### src/verilog/bbi_defs.vh
// Purpose: Shared constants for the bit and branch instruction sequencer
// Assumes: One opcode byte per clock from a zero-latency program store
// Notes: Opcode values are plain defaults and may be re-mapped here
`ifndef BBI_DEFS_VH
`define BBI_DEFS_VH

// ----------------------------------------
// Opcode encodings
// ----------------------------------------
`define BBI_OP_AND_C 8'h82
`define BBI_OP_AND_NC 8'hb0
`define BBI_OP_OR_C 8'h72
`define BBI_OP_OR_NC 8'ha0
`define BBI_OP_BIT_TO_C 8'ha2
`define BBI_OP_C_TO_BIT 8'h92
`define BBI_OP_BR_CY 8'h40
`define BBI_OP_BR_NCY 8'h50
`define BBI_OP_BR_BIT 8'h20
`define BBI_OP_BR_NBIT 8'h30
`define BBI_OP_BR_TCLR 8'h10
`define BBI_OP_SHORT 8'h80
`define BBI_OP_JMPI 8'h73
`define BBI_OP_BR_AZ 8'h60
`define BBI_OP_BR_ANZ 8'h70
`define BBI_OP_CJ_A_DIR 8'hb5
`define BBI_OP_CJ_A_IMM 8'hb4
`define BBI_OP_CJ_IND 7'h5b
`define BBI_OP_CJ_REG 5'h17
`define BBI_OP_DJ_DIR 8'hd5
`define BBI_OP_DJ_REG 5'h1b

// ----------------------------------------
// Instruction classes
// ----------------------------------------
`define BBI_C_AND 4'h0
`define BBI_C_OR 4'h1
`define BBI_C_MOVC 4'h2
`define BBI_C_MOVB 4'h3
`define BBI_C_BCY 4'h4
`define BBI_C_BNCY 4'h5
`define BBI_C_BBIT 4'h6
`define BBI_C_BNBIT 4'h7
`define BBI_C_TCLR 4'h8
`define BBI_C_SHORT 4'h9
`define BBI_C_JMPI 4'ha
`define BBI_C_AZ 4'hb
`define BBI_C_ANZ 4'hc
`define BBI_C_CMP 4'hd
`define BBI_C_DEC 4'he
`define BBI_C_ILL 4'hf

// ----------------------------------------
// Operand kinds
// ----------------------------------------
`define BBI_K_BIT 2'h0
`define BBI_K_DIR 2'h1
`define BBI_K_REG 2'h2
`define BBI_K_IND 2'h3

// ----------------------------------------
// Lengths and cycle counts
// ----------------------------------------
`define BBI_LEN1 2'h1
`define BBI_LEN2 2'h2
`define BBI_LEN3 2'h3
`define BBI_CYC1 3'h1
`define BBI_CYC2 3'h2
`define BBI_CYC3 3'h3
`define BBI_CYC4 3'h4
`define BBI_PC_RESET 16'h0000

`endif

### src/verilog/bbi_seq.v
// Purpose: Sequencer timing bit and branch instructions byte by byte
// Assumes: code_data shows the byte at code_addr in the same cycle
// Notes: Datapath writes leave one cycle after the decision, registered
//
// Behaviour
// - Bit AND into carry, true or inverted bit: two bytes, two cycles.
// - Bit OR into carry, true or inverted bit: two bytes, two cycles.
// - Bit copy either way between carry and direct bit: two bytes, two cycles.
// - Branch on carry set or clear: two bytes, two or three cycles.
// - Branch on direct bit set or clear: three bytes, three or four cycles.
// - Test-and-clear branch jumps on set bit, clears it: three bytes, 3/4 cycles.
// - Short relative jump: two bytes, always three cycles.
// - Pointer indexed jump to accumulator plus data pointer: one byte, three cycles.
// - Branch on accumulator zero or nonzero: two bytes, two or three cycles.
// - Compare accumulator with direct byte, branch if unequal: three bytes, 4/5 cycles.
// - Compare accumulator with immediate, branch if unequal: three bytes, 3/4 cycles.
// - Compare working register with immediate, branch if unequal: three bytes, 3/4.
// - Compare indirect byte with immediate, branch if unequal: four or five cycles.
// - Decrement working register, branch if nonzero: two bytes, two or three cycles.
// - Decrement direct byte, branch if nonzero: three bytes, three or four cycles.
`timescale 1ns/1ps
`default_nettype none
`include "bbi_defs.vh"

module bbi_seq (
   input wire clk,
   input wire nrst,
   output wire [15:0] code_addr,
   input wire [7:0] code_data,
   input wire [7:0] acc,
   input wire carry,
   input wire [15:0] data_pointer,
   output wire [1:0] opnd_kind,
   output wire [7:0] opnd_addr,
   input wire [7:0] opnd_rdata,
   output reg wr_en_q,
   output reg [1:0] wr_kind_q,
   output reg [7:0] wr_addr_q,
   output reg [7:0] wr_data_q,
   output reg carry_we_q,
   output reg carry_d_q,
   output wire instr_done,
   output reg branch_taken_q,
   output reg illegal_q
);

   // ----------------------------------------
   // State and decode
   // ----------------------------------------
   localparam ST_RUN = 2'b01;
   localparam ST_EXTRA = 2'b10;

   reg [1:0] st_q;
   reg [2:0] cnt_q;
   reg [7:0] op_q;
   reg [7:0] b1_q;
   reg [7:0] b2_q;
   reg [15:0] pc_q;
   reg [15:0] start_q;
   reg [15:0] target_q;

   wire [7:0] op;
   wire [7:0] b1;
   wire [7:0] b2;
   wire [1:0] len;
   wire [2:0] base;
   wire [3:0] cls;
   wire [1:0] kind;
   wire inv;
   wire cmp_imm;
   wire cmp_acc;
   wire decide;
   wire [15:0] next_pc;
   wire [15:0] rel_pc;

   // Bytes are used live in the cycle they appear, held afterwards
   assign op = (cnt_q == 3'h0) ? code_data : op_q;
   assign b1 = (cnt_q == 3'h1) ? code_data : b1_q;
   assign b2 = (cnt_q == 3'h2) ? code_data : b2_q;

   bbi_decode u_dec (
      .opcode(op),
      .len(len),
      .base(base),
      .cls(cls),
      .kind(kind),
      .inv(inv),
      .cmp_imm(cmp_imm),
      .cmp_acc(cmp_acc)
   );

   function [15:0] sext8;
      input [7:0] v;
      begin
         sext8 = {{8{v[7]}}, v};
      end
   endfunction

   // Start address is live in cycle 0, held afterwards
   assign next_pc = ((cnt_q == 3'h0) ? pc_q : start_q) + {14'h0000, len};
   assign rel_pc = next_pc + sext8((len == `BBI_LEN3) ? b2 : b1);

   // decision cycle
   // Decision on the last cycle of the untaken count
   assign decide = (st_q == ST_RUN) && (cnt_q == base - 3'h1);
   assign code_addr = pc_q;
   assign opnd_kind = kind;
   assign opnd_addr = (kind == `BBI_K_REG || kind == `BBI_K_IND) ? {5'h00, op[2:0]} : b1;

   // ----------------------------------------
   // Execute
   // ----------------------------------------
   reg taken;
   reg wr_en;
   reg [7:0] wr_data;
   reg c_we;
   reg c_d;
   reg [15:0] target;
   reg [7:0] lhs;
   reg [7:0] rhs;
   reg [7:0] dec;
   reg bitv;

   always @* begin
      taken = 1'b0;
      wr_en = 1'b0;
      wr_data = 8'h00;
      c_we = 1'b0;
      c_d = carry;
      target = rel_pc;
      bitv = opnd_rdata[0] ^ inv;
      lhs = cmp_acc ? acc : opnd_rdata;
      rhs = cmp_imm ? b1 : opnd_rdata;
      dec = opnd_rdata - 8'h01;
      case (cls)
         `BBI_C_AND: begin
            c_we = 1'b1;
            c_d = carry & bitv;
         end
         `BBI_C_OR: begin
            c_we = 1'b1;
            c_d = carry | bitv;
         end
         `BBI_C_MOVC: begin
            c_we = 1'b1;
            c_d = opnd_rdata[0];
         end
         `BBI_C_MOVB: begin
            wr_en = 1'b1;
            wr_data = {7'h00, carry};
         end
         `BBI_C_BCY: taken = carry;
         `BBI_C_BNCY: taken = ~carry;
         `BBI_C_BBIT: taken = opnd_rdata[0];
         `BBI_C_BNBIT: taken = ~opnd_rdata[0];
         `BBI_C_TCLR: begin
            taken = opnd_rdata[0];
            wr_en = opnd_rdata[0];
         end
         `BBI_C_SHORT: taken = 1'b1;
         `BBI_C_JMPI: begin
            taken = 1'b1;
            target = data_pointer + {8'h00, acc};
         end
         `BBI_C_AZ: taken = (acc == 8'h00);
         `BBI_C_ANZ: taken = (acc != 8'h00);
         `BBI_C_CMP: begin
            taken = (lhs != rhs);
            c_we = 1'b1;
            c_d = (lhs < rhs);
         end
         `BBI_C_DEC: begin
            wr_en = 1'b1;
            wr_data = dec;
            taken = (dec != 8'h00);
         end
         default: taken = 1'b0;
      endcase
   end

   assign instr_done = (decide && !taken) || (st_q == ST_EXTRA);

   // ----------------------------------------
   // Sequencing
   // ----------------------------------------
   always @(posedge clk or negedge nrst) begin
      if (!nrst) begin
         st_q <= ST_RUN;
         cnt_q <= 3'h0;
         op_q <= 8'h00;
         b1_q <= 8'h00;
         b2_q <= 8'h00;
         pc_q <= `BBI_PC_RESET;
         start_q <= `BBI_PC_RESET;
         target_q <= `BBI_PC_RESET;
         wr_en_q <= 1'b0;
         wr_kind_q <= `BBI_K_BIT;
         wr_addr_q <= 8'h00;
         wr_data_q <= 8'h00;
         carry_we_q <= 1'b0;
         carry_d_q <= 1'b0;
         branch_taken_q <= 1'b0;
         illegal_q <= 1'b0;
      end else begin
         wr_en_q <= decide & wr_en;
         carry_we_q <= decide & c_we;
         branch_taken_q <= decide & taken;
         illegal_q <= decide & (cls == `BBI_C_ILL);
         if (decide) begin
            wr_kind_q <= kind;
            wr_addr_q <= opnd_addr;
            wr_data_q <= wr_data;
            carry_d_q <= c_d;
         end
         if (cnt_q == 3'h0) begin
            op_q <= code_data;
            start_q <= pc_q;
         end
         if (cnt_q == 3'h1) begin
            b1_q <= code_data;
         end
         if (cnt_q == 3'h2) begin
            b2_q <= code_data;
         end
         case (st_q)
            ST_RUN: begin
               if (decide && taken) begin
                  st_q <= ST_EXTRA;
                  target_q <= target;
                  cnt_q <= cnt_q + 3'h1;
               end else if (decide) begin
                  cnt_q <= 3'h0;
                  pc_q <= next_pc;
               end else begin
                  cnt_q <= cnt_q + 3'h1;
                  // Fetch address steps while operand bytes remain
                  if ({1'b0, cnt_q} < {2'b00, len} - 4'h1) begin
                     pc_q <= pc_q + 16'h0001;
                  end
               end
            end
            ST_EXTRA: begin
               st_q <= ST_RUN;
               cnt_q <= 3'h0;
               pc_q <= target_q;
            end
            default: begin
               st_q <= ST_RUN;
               cnt_q <= 3'h0;
            end
         endcase
      end
   end

endmodule
`default_nettype wire

### src/verilog/bbi_decode.v
// Purpose: Opcode decode to length, base cycle count, class and operand kind
// Assumes: Pure combinational, fed from the live or held opcode
// Notes: Base count is the not-taken count; a taken branch adds one
`timescale 1ns/1ps
`default_nettype none
`include "bbi_defs.vh"

module bbi_decode (
   input wire [7:0] opcode,
   output reg [1:0] len,
   output reg [2:0] base,
   output reg [3:0] cls,
   output reg [1:0] kind,
   output reg inv,
   output reg cmp_imm,
   output reg cmp_acc
);

   always @* begin
      len = `BBI_LEN2;
      base = `BBI_CYC2;
      cls = `BBI_C_ILL;
      kind = `BBI_K_BIT;
      inv = 1'b0;
      cmp_imm = 1'b0;
      cmp_acc = 1'b0;
      if (opcode[7:1] == `BBI_OP_CJ_IND) begin
         len = `BBI_LEN3;
         base = `BBI_CYC4;
         cls = `BBI_C_CMP;
         kind = `BBI_K_IND;
         cmp_imm = 1'b1;
      end else if (opcode[7:3] == `BBI_OP_CJ_REG) begin
         len = `BBI_LEN3;
         base = `BBI_CYC3;
         cls = `BBI_C_CMP;
         kind = `BBI_K_REG;
         cmp_imm = 1'b1;
      end else if (opcode[7:3] == `BBI_OP_DJ_REG) begin
         cls = `BBI_C_DEC;
         kind = `BBI_K_REG;
      end else begin
         case (opcode)
            `BBI_OP_AND_C: cls = `BBI_C_AND;
            `BBI_OP_AND_NC: begin
               cls = `BBI_C_AND;
               inv = 1'b1;
            end
            `BBI_OP_OR_C: cls = `BBI_C_OR;
            `BBI_OP_OR_NC: begin
               cls = `BBI_C_OR;
               inv = 1'b1;
            end
            `BBI_OP_BIT_TO_C: cls = `BBI_C_MOVC;
            `BBI_OP_C_TO_BIT: cls = `BBI_C_MOVB;
            `BBI_OP_BR_CY: cls = `BBI_C_BCY;
            `BBI_OP_BR_NCY: cls = `BBI_C_BNCY;
            `BBI_OP_SHORT: cls = `BBI_C_SHORT;
            `BBI_OP_BR_AZ: cls = `BBI_C_AZ;
            `BBI_OP_BR_ANZ: cls = `BBI_C_ANZ;
            `BBI_OP_BR_BIT, `BBI_OP_BR_NBIT, `BBI_OP_BR_TCLR: begin
               len = `BBI_LEN3;
               base = `BBI_CYC3;
               cls = (opcode == `BBI_OP_BR_BIT) ? `BBI_C_BBIT :
                     (opcode == `BBI_OP_BR_NBIT) ? `BBI_C_BNBIT : `BBI_C_TCLR;
            end
            `BBI_OP_JMPI: begin
               len = `BBI_LEN1;
               cls = `BBI_C_JMPI;
            end
            `BBI_OP_CJ_A_DIR: begin
               len = `BBI_LEN3;
               base = `BBI_CYC4;
               cls = `BBI_C_CMP;
               kind = `BBI_K_DIR;
               cmp_acc = 1'b1;
            end
            `BBI_OP_CJ_A_IMM: begin
               len = `BBI_LEN3;
               base = `BBI_CYC3;
               cls = `BBI_C_CMP;
               kind = `BBI_K_DIR;
               cmp_acc = 1'b1;
               cmp_imm = 1'b1;
            end
            `BBI_OP_DJ_DIR: begin
               len = `BBI_LEN3;
               base = `BBI_CYC3;
               cls = `BBI_C_DEC;
               kind = `BBI_K_DIR;
            end
            default: begin
               // Unknown opcodes skip one byte in one cycle
               len = `BBI_LEN1;
               base = `BBI_CYC1;
            end
         endcase
      end
   end

endmodule
`default_nettype wire

### config.mk
export PLATFORM = sky130hd
export DESIGN_NAME = bbi_seq
export DESIGN_NICKNAME = d
export VERILOG_FILES = /design/src/verilog/bbi_seq.v /design/src/verilog/bbi_decode.v
export VERILOG_INCLUDE_DIRS = /design/src /design/src/verilog
export SDC_FILE = /design/constraint.sdc
export NUM_CORES = 1
export LEC_CHECK = 0
export ABC_AREA = 1
export BUFFER_PORTS_ARGS = -buffer_cell sky130_fd_sc_hd__buf_2
export CAP_MARGIN = 20
export CORE_AREA = 2 2 169 171
export CTS_CLUSTER_DIAMETER = 200
export DETAILED_ROUTE_END_ITERATION = 10
export DIE_AREA = 0 0 171 173
export GPL_TIMING_DRIVEN = 0
export PLACE_DENSITY = 0.51
export SLEW_MARGIN = 20
export SYNTH_ARGS = -nofsm -noshare
export SYNTH_HDL_FRONTEND = slang
export SYNTH_HIERARCHICAL = 1
export SYNTH_SLANG_ARGS = --single-unit
export TNS_END_PERCENT = 20
### constraint.sdc
create_clock -name clk -period 6.5 [get_ports clk]
set_input_delay 1.3 -clock clk [delete_from_list [all_inputs] [get_ports clk]]
set_output_delay 1.3 -clock clk [all_outputs]
set_load 0.05 [all_outputs]
# ---- Word level (Yosys, flattened, before mapping)
# Cells that the tools add are included.
dict set report word_totals {
  n_memories 0
  wordCells 164
  rom_bits 0
  output_inout_bits 50
  latchBits 0
  regBits 100
  ramBits 0
  in_bits 43
}
dict set report classes {
  n_addsub 8
  shift 0
  n_mul 0
  n_mux 53
  eq_ne 48
  n_reduce_logical 28
  div 0
  n_bitwise 9
  n_lt_le_gt_ge 2
}
# operator count
set op_table {}
lappend op_table {{16-bit 2-to-1 mux} 5}
lappend op_table {{8-bit == test, second input constant} 9}
lappend op_table {{8-bit 2-to-1 mux} 7}
lappend op_table {{4-bit case mux with 13 select lines} 1}
lappend op_table {{8-bit by 7-bit == test with 1-bit output, second input constant} 6}
lappend op_table {{4-bit == test, second input constant} 8}
lappend op_table {{16-bit case mux with 2 select lines} 1}
lappend op_table {{4-bit 2-to-1 mux} 5}
lappend op_table {{3-bit 2-to-1 mux} 6}
lappend op_table {{16-bit by 1-bit adder with 16-bit output, second input constant} 1}
lappend op_table {{16-bit adder} 1}
lappend op_table {{16-bit by 2-bit adder with 16-bit output} 1}
lappend op_table {{16-bit by 8-bit adder with 16-bit output} 1}
lappend op_table {{4-bit by 3-bit == test with 1-bit output, second input constant} 4}
lappend op_table {{8-bit by 6-bit == test with 1-bit output, second input constant} 2}
lappend op_table {{2-bit 2-to-1 mux} 8}
lappend op_table {{8-bit case mux with 2 select lines} 1}
lappend op_table {{8-bit nonzero test} 2}
lappend op_table {{1-bit 2-to-1 mux} 14}
lappend op_table {{2-bit OR reduction} 7}
lappend op_table {{12-bit OR reduction} 1}
lappend op_table {{11-bit OR reduction} 1}
lappend op_table {{5-bit == test, second input constant} 2}
lappend op_table {{1-bit case mux with 9 select lines} 1}
lappend op_table {{40 further kinds} 53}

# ---- Depth between registers and ports, before layout
dict set report logic_depth {
  depth_word 15
  ltp_mapped 38
  depth_no_buf 34
}

# ---- Hierarchy
# Netlist, hierarchy kept.
# module cells_each area_each_um2 n_inst seq_area_each_um2
set by_module_without_submodules {}
lappend by_module_without_submodules {bbi_seq 1037 7337.0 1 2503.7}
lappend by_module_without_submodules {bbi_decode 117 561.8 1 0.0}

# ---- Worst setup path before layout
# Ideal clock, no wire load.
dict set report synth_timing {
  path_kind {reg2out}
  from {reg cnt_q[0]}
  to {out instr_done}
  t_arrival_ns 4.399
  n_path_buf 4
  path_stages_with_launch 26
  slack_ns 0.801
  t_required_ns 5.200
  cell_sequence {dfrtp_1 inv_1 ha_1 buf_4 nand2_4 buf_6 buf_2 clkbuf_1 o21ai_0 nand2_2 nor2_4 nand4_2 nand3_1 clkinv_1 nand2_1 o21ai_0 ha_1 nand2_1 inv_1 nand3_1 o21ai_0 nand4_1 nor2_1 nand3b_1 or2_2 nand2_1}
}
dict set report synth_between {
  elab_cells_between_ends 72
  cone_classes {add/sub (1); eq/ne (35); mux (23); reduce/logical (13)}
}
# item line
set synth_lines {}
lappend synth_lines {{from (decl)} bbi_seq.v:54} ;# reg [2:0] cnt_q;
lappend synth_lines {{from (signal assigned)} bbi_seq.v:230} ;# cnt_q <= cnt_q + 3'h1;
lappend synth_lines {{from (signal assigned)} bbi_seq.v:235} ;# cnt_q <= cnt_q + 3'h1;
lappend synth_lines {{3-bit zero test *} bbi_seq.v:77} ;# assign op = (cnt_q == 3'h0) ? code_data : op_q;
lappend synth_lines {{8-bit 2-to-1 mux *} n/a}
lappend synth_lines {{named net op[5]} bbi_seq.v:62} ;# wire [7:0] op;
lappend synth_lines {{8-bit == test} bbi_decode.v:43} ;# case (opcode)
lappend synth_lines {{1-bit 2-to-1 mux} bbi_decode.v:43}
lappend synth_lines {{1-bit 2-to-1 mux} bbi_decode.v:39} ;# end else if (opcode[7:3] == `BBI_OP_DJ_REG) begin
lappend synth_lines {{1-bit 2-to-1 mux} bbi_decode.v:33} ;# end else if (opcode[7:3] == `BBI_OP_CJ_REG) begin
lappend synth_lines {{1-bit 2-to-1 mux *} bbi_decode.v:27} ;# if (opcode[7:1] == `BBI_OP_CJ_IND) begin
lappend synth_lines {{named net cmp_imm} bbi_seq.v:70} ;# wire cmp_imm;
lappend synth_lines {{8-bit 2-to-1 mux *} bbi_seq.v:133} ;# rhs = cmp_imm ? b1 : opnd_rdata;
lappend synth_lines {{8-bit inequality test *} bbi_seq.v:168} ;# taken = (lhs != rhs);
lappend synth_lines {{1-bit case mux with 9 select lines *} bbi_seq.v:135} ;# case (cls)
lappend synth_lines {{1-bit zero test *} bbi_seq.v:181} ;# assign instr_done = (decide && !taken) || (st_q == ST_EXTRA);
lappend synth_lines {{1-bit logical AND *} bbi_seq.v:181}
lappend synth_lines {{1-bit logical OR *} bbi_seq.v:181}
lappend synth_lines {{to (decl)} bbi_seq.v:42} ;# output wire instr_done,
# Mark *: on every way through the listed nets, which the timed path passes. The rest lies on a longest branch.

# ---- Worst setup path in the final report
dict set report layout_timing {
  from {reg cnt_q[0]}
  to {out instr_done}
}
dict set report layout_between {
  elab_cells_between_ends 72
  cone_classes {add/sub (1); eq/ne (35); mux (23); reduce/logical (13)}
}
# item line
set layout_lines {}
lappend layout_lines {{3-bit zero test *} bbi_seq.v:77}
lappend layout_lines {{8-bit 2-to-1 mux *} n/a}
lappend layout_lines {{named net op[7]} bbi_seq.v:62}
lappend layout_lines {{8-bit == test} bbi_decode.v:43}
lappend layout_lines {{2-bit OR reduction (no source line)} n/a}
lappend layout_lines {{1-bit 2-to-1 mux} bbi_decode.v:43}
lappend layout_lines {{1-bit 2-to-1 mux} bbi_decode.v:39}
lappend layout_lines {{1-bit 2-to-1 mux} bbi_decode.v:33}
lappend layout_lines {{1-bit 2-to-1 mux *} bbi_decode.v:27}
lappend layout_lines {{named net cmp_acc} bbi_seq.v:71} ;# wire cmp_acc;
lappend layout_lines {{8-bit 2-to-1 mux *} bbi_seq.v:132} ;# lhs = cmp_acc ? acc : opnd_rdata;
lappend layout_lines {{8-bit inequality test *} bbi_seq.v:168}
lappend layout_lines {{1-bit case mux with 9 select lines *} bbi_seq.v:135}
lappend layout_lines {{1-bit zero test *} bbi_seq.v:181}
lappend layout_lines {{1-bit logical AND *} bbi_seq.v:181}
lappend layout_lines {{1-bit logical OR *} bbi_seq.v:181}
# Marked as above.

==> results by group <==
Outcome
  • Status: complete, no violations

STA
  • Peak Freq: between 150 and 200 MHz
  • Slew HR: approximately 54%
  • Final worst setup slack: 0.3809 ns
  • Hold Fails Final Rpt: 0
  • Worst Skew: just over 0.008 ns
  • Worst-margin pin slew: 0.6921 ns
  • # setup viols final: 0
  • Max-slew violations: 0
  • Final worst-path cycle share: roughly 94%
  • Minimum clock period after layout: ~6.1 ns

Place
  • Routability cong.: 0.8626
  • Port Buffers: between 90 and 100
  • Post-Place Worst Slack: -0.5684 ns
  • Post-DP HPWL: between 15 and 20 mm

GRT
  • First-pass GRT wire length: 40.45 mm
  • Vias in the first global route: between 7,000 and 8,000
  • Total grt overflow: 0
  • Largest net degree at the start of global routing: 71
  • Tot GR Track Use: 17.37%
  • Initial antenna violation count: 0

Floorplanning
  • Area of the core: around 28,000 um2
  • Row count: a little over 60
  • Total I/O pin count: a little over 90
  • Initial Utilization: 28.59%
  • Height of the die: 173 um
  • Die Wd: roughly 170 um
  • Area of the die: just under 30,000 um2

CTS
  • Clk sinks: 100
  • H-Tree Depth: 3
  • CTS tree: built
  • Clk slew on worst S/H paths: ~0.070 ns
  • Clock root cell: clkbuf_16
  • Postcts setup bufs: 0
  • # hold bufs at CTS: 0
  • Clock Latency Late Sink: 0.36 ns
  • Clock Path Buffers: 2
  • CTS Buf Count: 9

Yosys
  • Async S/R FF share, synth: 100.0%
  • Yosys top cell by area: dfrtp_1
  • Post-synth EDFFs: 0
  • Synth area leaders: dfrtp_1, nand2_1, o21ai_0, ha_1, inv_1
  • Mapped Avg Cell Area: about 7 um2
  • Post-synthesis net count: roughly 1,200
  • Synth Warn #: 6
  • Post-synth top area share: about a third
  • Top_reg_cell synth: dfrtp_1
  • Sequential share of the synthesized area: between 30% and 40%
  • Synthesized area: slightly below 8000 um2
  • Yosys reg bits: 100
  • Post-Syn Instances: approximately 1,200
  • Synth cell types: 59

Routing
  • Post-Route WL: about 25 mm
  • Wire per inst: approximately 15 um
  • Via density: around 4.7
  • DR iter-0 viols: between 400 and 500
  • Residual DRC count: 0
  • TritonRoute pass-1 iters: 5
  • Via Count: about 7,700
  • Antenna-violating nets left: 0

Setup path
  • Startpoint type of the worst setup path: flip-flop
  • Setup slack, reg-to-reg: approximately 0.96 ns
  • R2r startpoint: cnt_q[0]
  • Crit path to: instr_done
  • Crit. Startpoint: cnt_q[0]
  • Reg2reg end: target_q[14]
  • CP Max Fanout: 19
  • CP Data Arrival Time: 4.82 ns
  • Critical path class: flip-flop to output pin
  • Worst EP required: 5.20 ns
  • Reg2reg path depth: 34
  • Worst setup EP type: output pin

Cells and area
  • Sequential cell area: between 2000 and 3000 um2
  • Fill cell count: around 3,100
  • Nets: between 1,000 and 1,500
  • Area Growth Syn to Fin: 17.25%
  • Layout cells sized above 1: roughly 17%
  • Area of the multi-input gates: roughly 4700 um2
  • Ant. Diodes: 0

Hold path
  • Worst min-delay path class: flip-flop to flip-flop

Run
  • Maxcap violations: 0
## sequential cells by signal (all words and copies together) (netlist names), 3 cells and up
name       count
target_q      16
op_q           8
code_addr     16
start_q       16
cnt_q          3
wr_addr_q      8
b2_q           8
wr_data_q      8
b1_q           8
## stage by stage
step / cells / util, % / hold slack [ns] / instance area (um2) / setup TNS (ns)
6_report: 1639 / 33.52 / 0.4858 / 9261 / 0
5_1_grt: 1639 / 33.52 / 0.5116 / 9261 / -0.008873
4_1_cts: 1639 / 33.31 / 0.4853 / 9204 / 0
3_5_place_dp: 1625 / 32.09 / 0.4608 / 8866 / -0.5684
3_3_place_gp: 1624 / 31.97 / 0.4621 / 8832 / -0.5618
2_1_floorplan: 1154 / - / 0.4431 / 7899 / 0
## kinds of logic after synthesis
logic type | count (synthesis) | share of synthesized area [%]
buffers and inverters | 181 | 9.156
AOI/OAI and AO/OA | 211 | 14.89
DFF | 100 | 31.70
and+or+nand+nor | 586 | 33.17
muxes | 1 | 0.1267
xor gates and xnor gates | 29 | 3.390
adders and majority gates | 46 | 7.572
## layout by cell type, fill, tap and decap left out, types with 3 or more instances in the layout
cell type and instances:
a21boi_0 3, a21oi_1 49, a31oi_1 13, buf_2 95, buf_8 3, clkbuf_1 15, clkbuf_16 9, clkbuf_2 3
clkbuf_8 3, clkinv_2 3, dfrtp_1 97, fa_1 3, ha_1 43, inv_1 140, inv_2 10, nand2_1 316
nand2_2 28, nand2_4 3, nand3_1 63, nand3_2 4, nand3_4 3, nand3b_1 3, nand4_1 16, nor2_1 103
nor2_2 16, nor2_4 3, nor3_1 13, o211ai_1 3, o21ai_0 106, o21ai_1 5, o21ai_2 12, o22ai_1 3
o31ai_1 4, or2_2 5, xnor2_1 6, xor2_1 22
## synth_stat cells (all sizes together) (13+ instances only)
cell    instances
nand4          17
clkbuf         19
ha             43
nor2          122
a31oi          13
nand2         349
nor3           14
a21oi          49
o21ai         125
inv           150
dfrtp          99
nand3          70
xor2           22
## metal layers
layer  vias to the layer above  global-route usage, %  wire length (um)
met2                       197                  26.97             11080
met3                        24                  2.197              1394
met5                         -                      0                 0
li1                       3944                      -                 -
met4                         0                  4.979               436
met1                      3505                  25.16             12130
## worst min path at each step
stage	endpoint	slack, ns	start	depth (start not counted)
global route	wr_addr_q[7]	0.51	wr_addr_q[7]	2
finish	wr_addr_q[0]	0.49	wr_addr_q[0]	2
floorplan	b2_q[5]	0.44	b2_q[5]	2
global placement	wr_addr_q[4]	0.46	wr_addr_q[4]	2
CTS	wr_addr_q[2]	0.49	wr_addr_q[2]	2
detailed placement	wr_addr_q[2]	0.46	wr_addr_q[2]	2
## critical path, cell delays in order (launching register included)
cell	delay (ns)
dfrtp_2	0.46
inv_1	0.10
ha_1	0.14
buf_4	0.19
nand2_4	0.11
buf_8	0.18
buf_6	0.16
o21ai_2	0.25
nand2_2	0.16
nor2_4	0.25
nand2_4	0.11
nand2_2	0.18
inv_1	0.07
nand3_1	0.07
nor2_1	0.05
a21oi_1	0.21
inv_1	0.13
nand2_1	0.20
nor2_4	0.12
nor3_1	0.20
nand4_1	0.13
nor2_1	0.11
nand3b_1	0.18
or2_2	0.36
nand2_1	0.11
buf_4	0.21
## area by class of cell
type / instances / area share (%)
repair buffers: 93 / 5.363
clock buffers: 12 / 2.878
well taps: 378 / 5.107
inverters: 152 / 6.188
multi-input cells: 873 / 51.20
flip-flops and latches: 100 / 27.06
plain buffers: 28 / 1.729
clock inverters: 3 / 0.4728
## repair_timing
| item | CTS | global route |
|---|---|---|
| pin swaps | 0 | 1 |
| resized for setup | 16 | 19 |
| hold endpoints to repair | 0 | 0 |
| gates cloned | 0 | 0 |
| endpoints found under the setup margin | 1 | 1 |
Power is not shown: default switching activity piles up to over one toggle a cycle in this logic, so the estimate is an artifact.
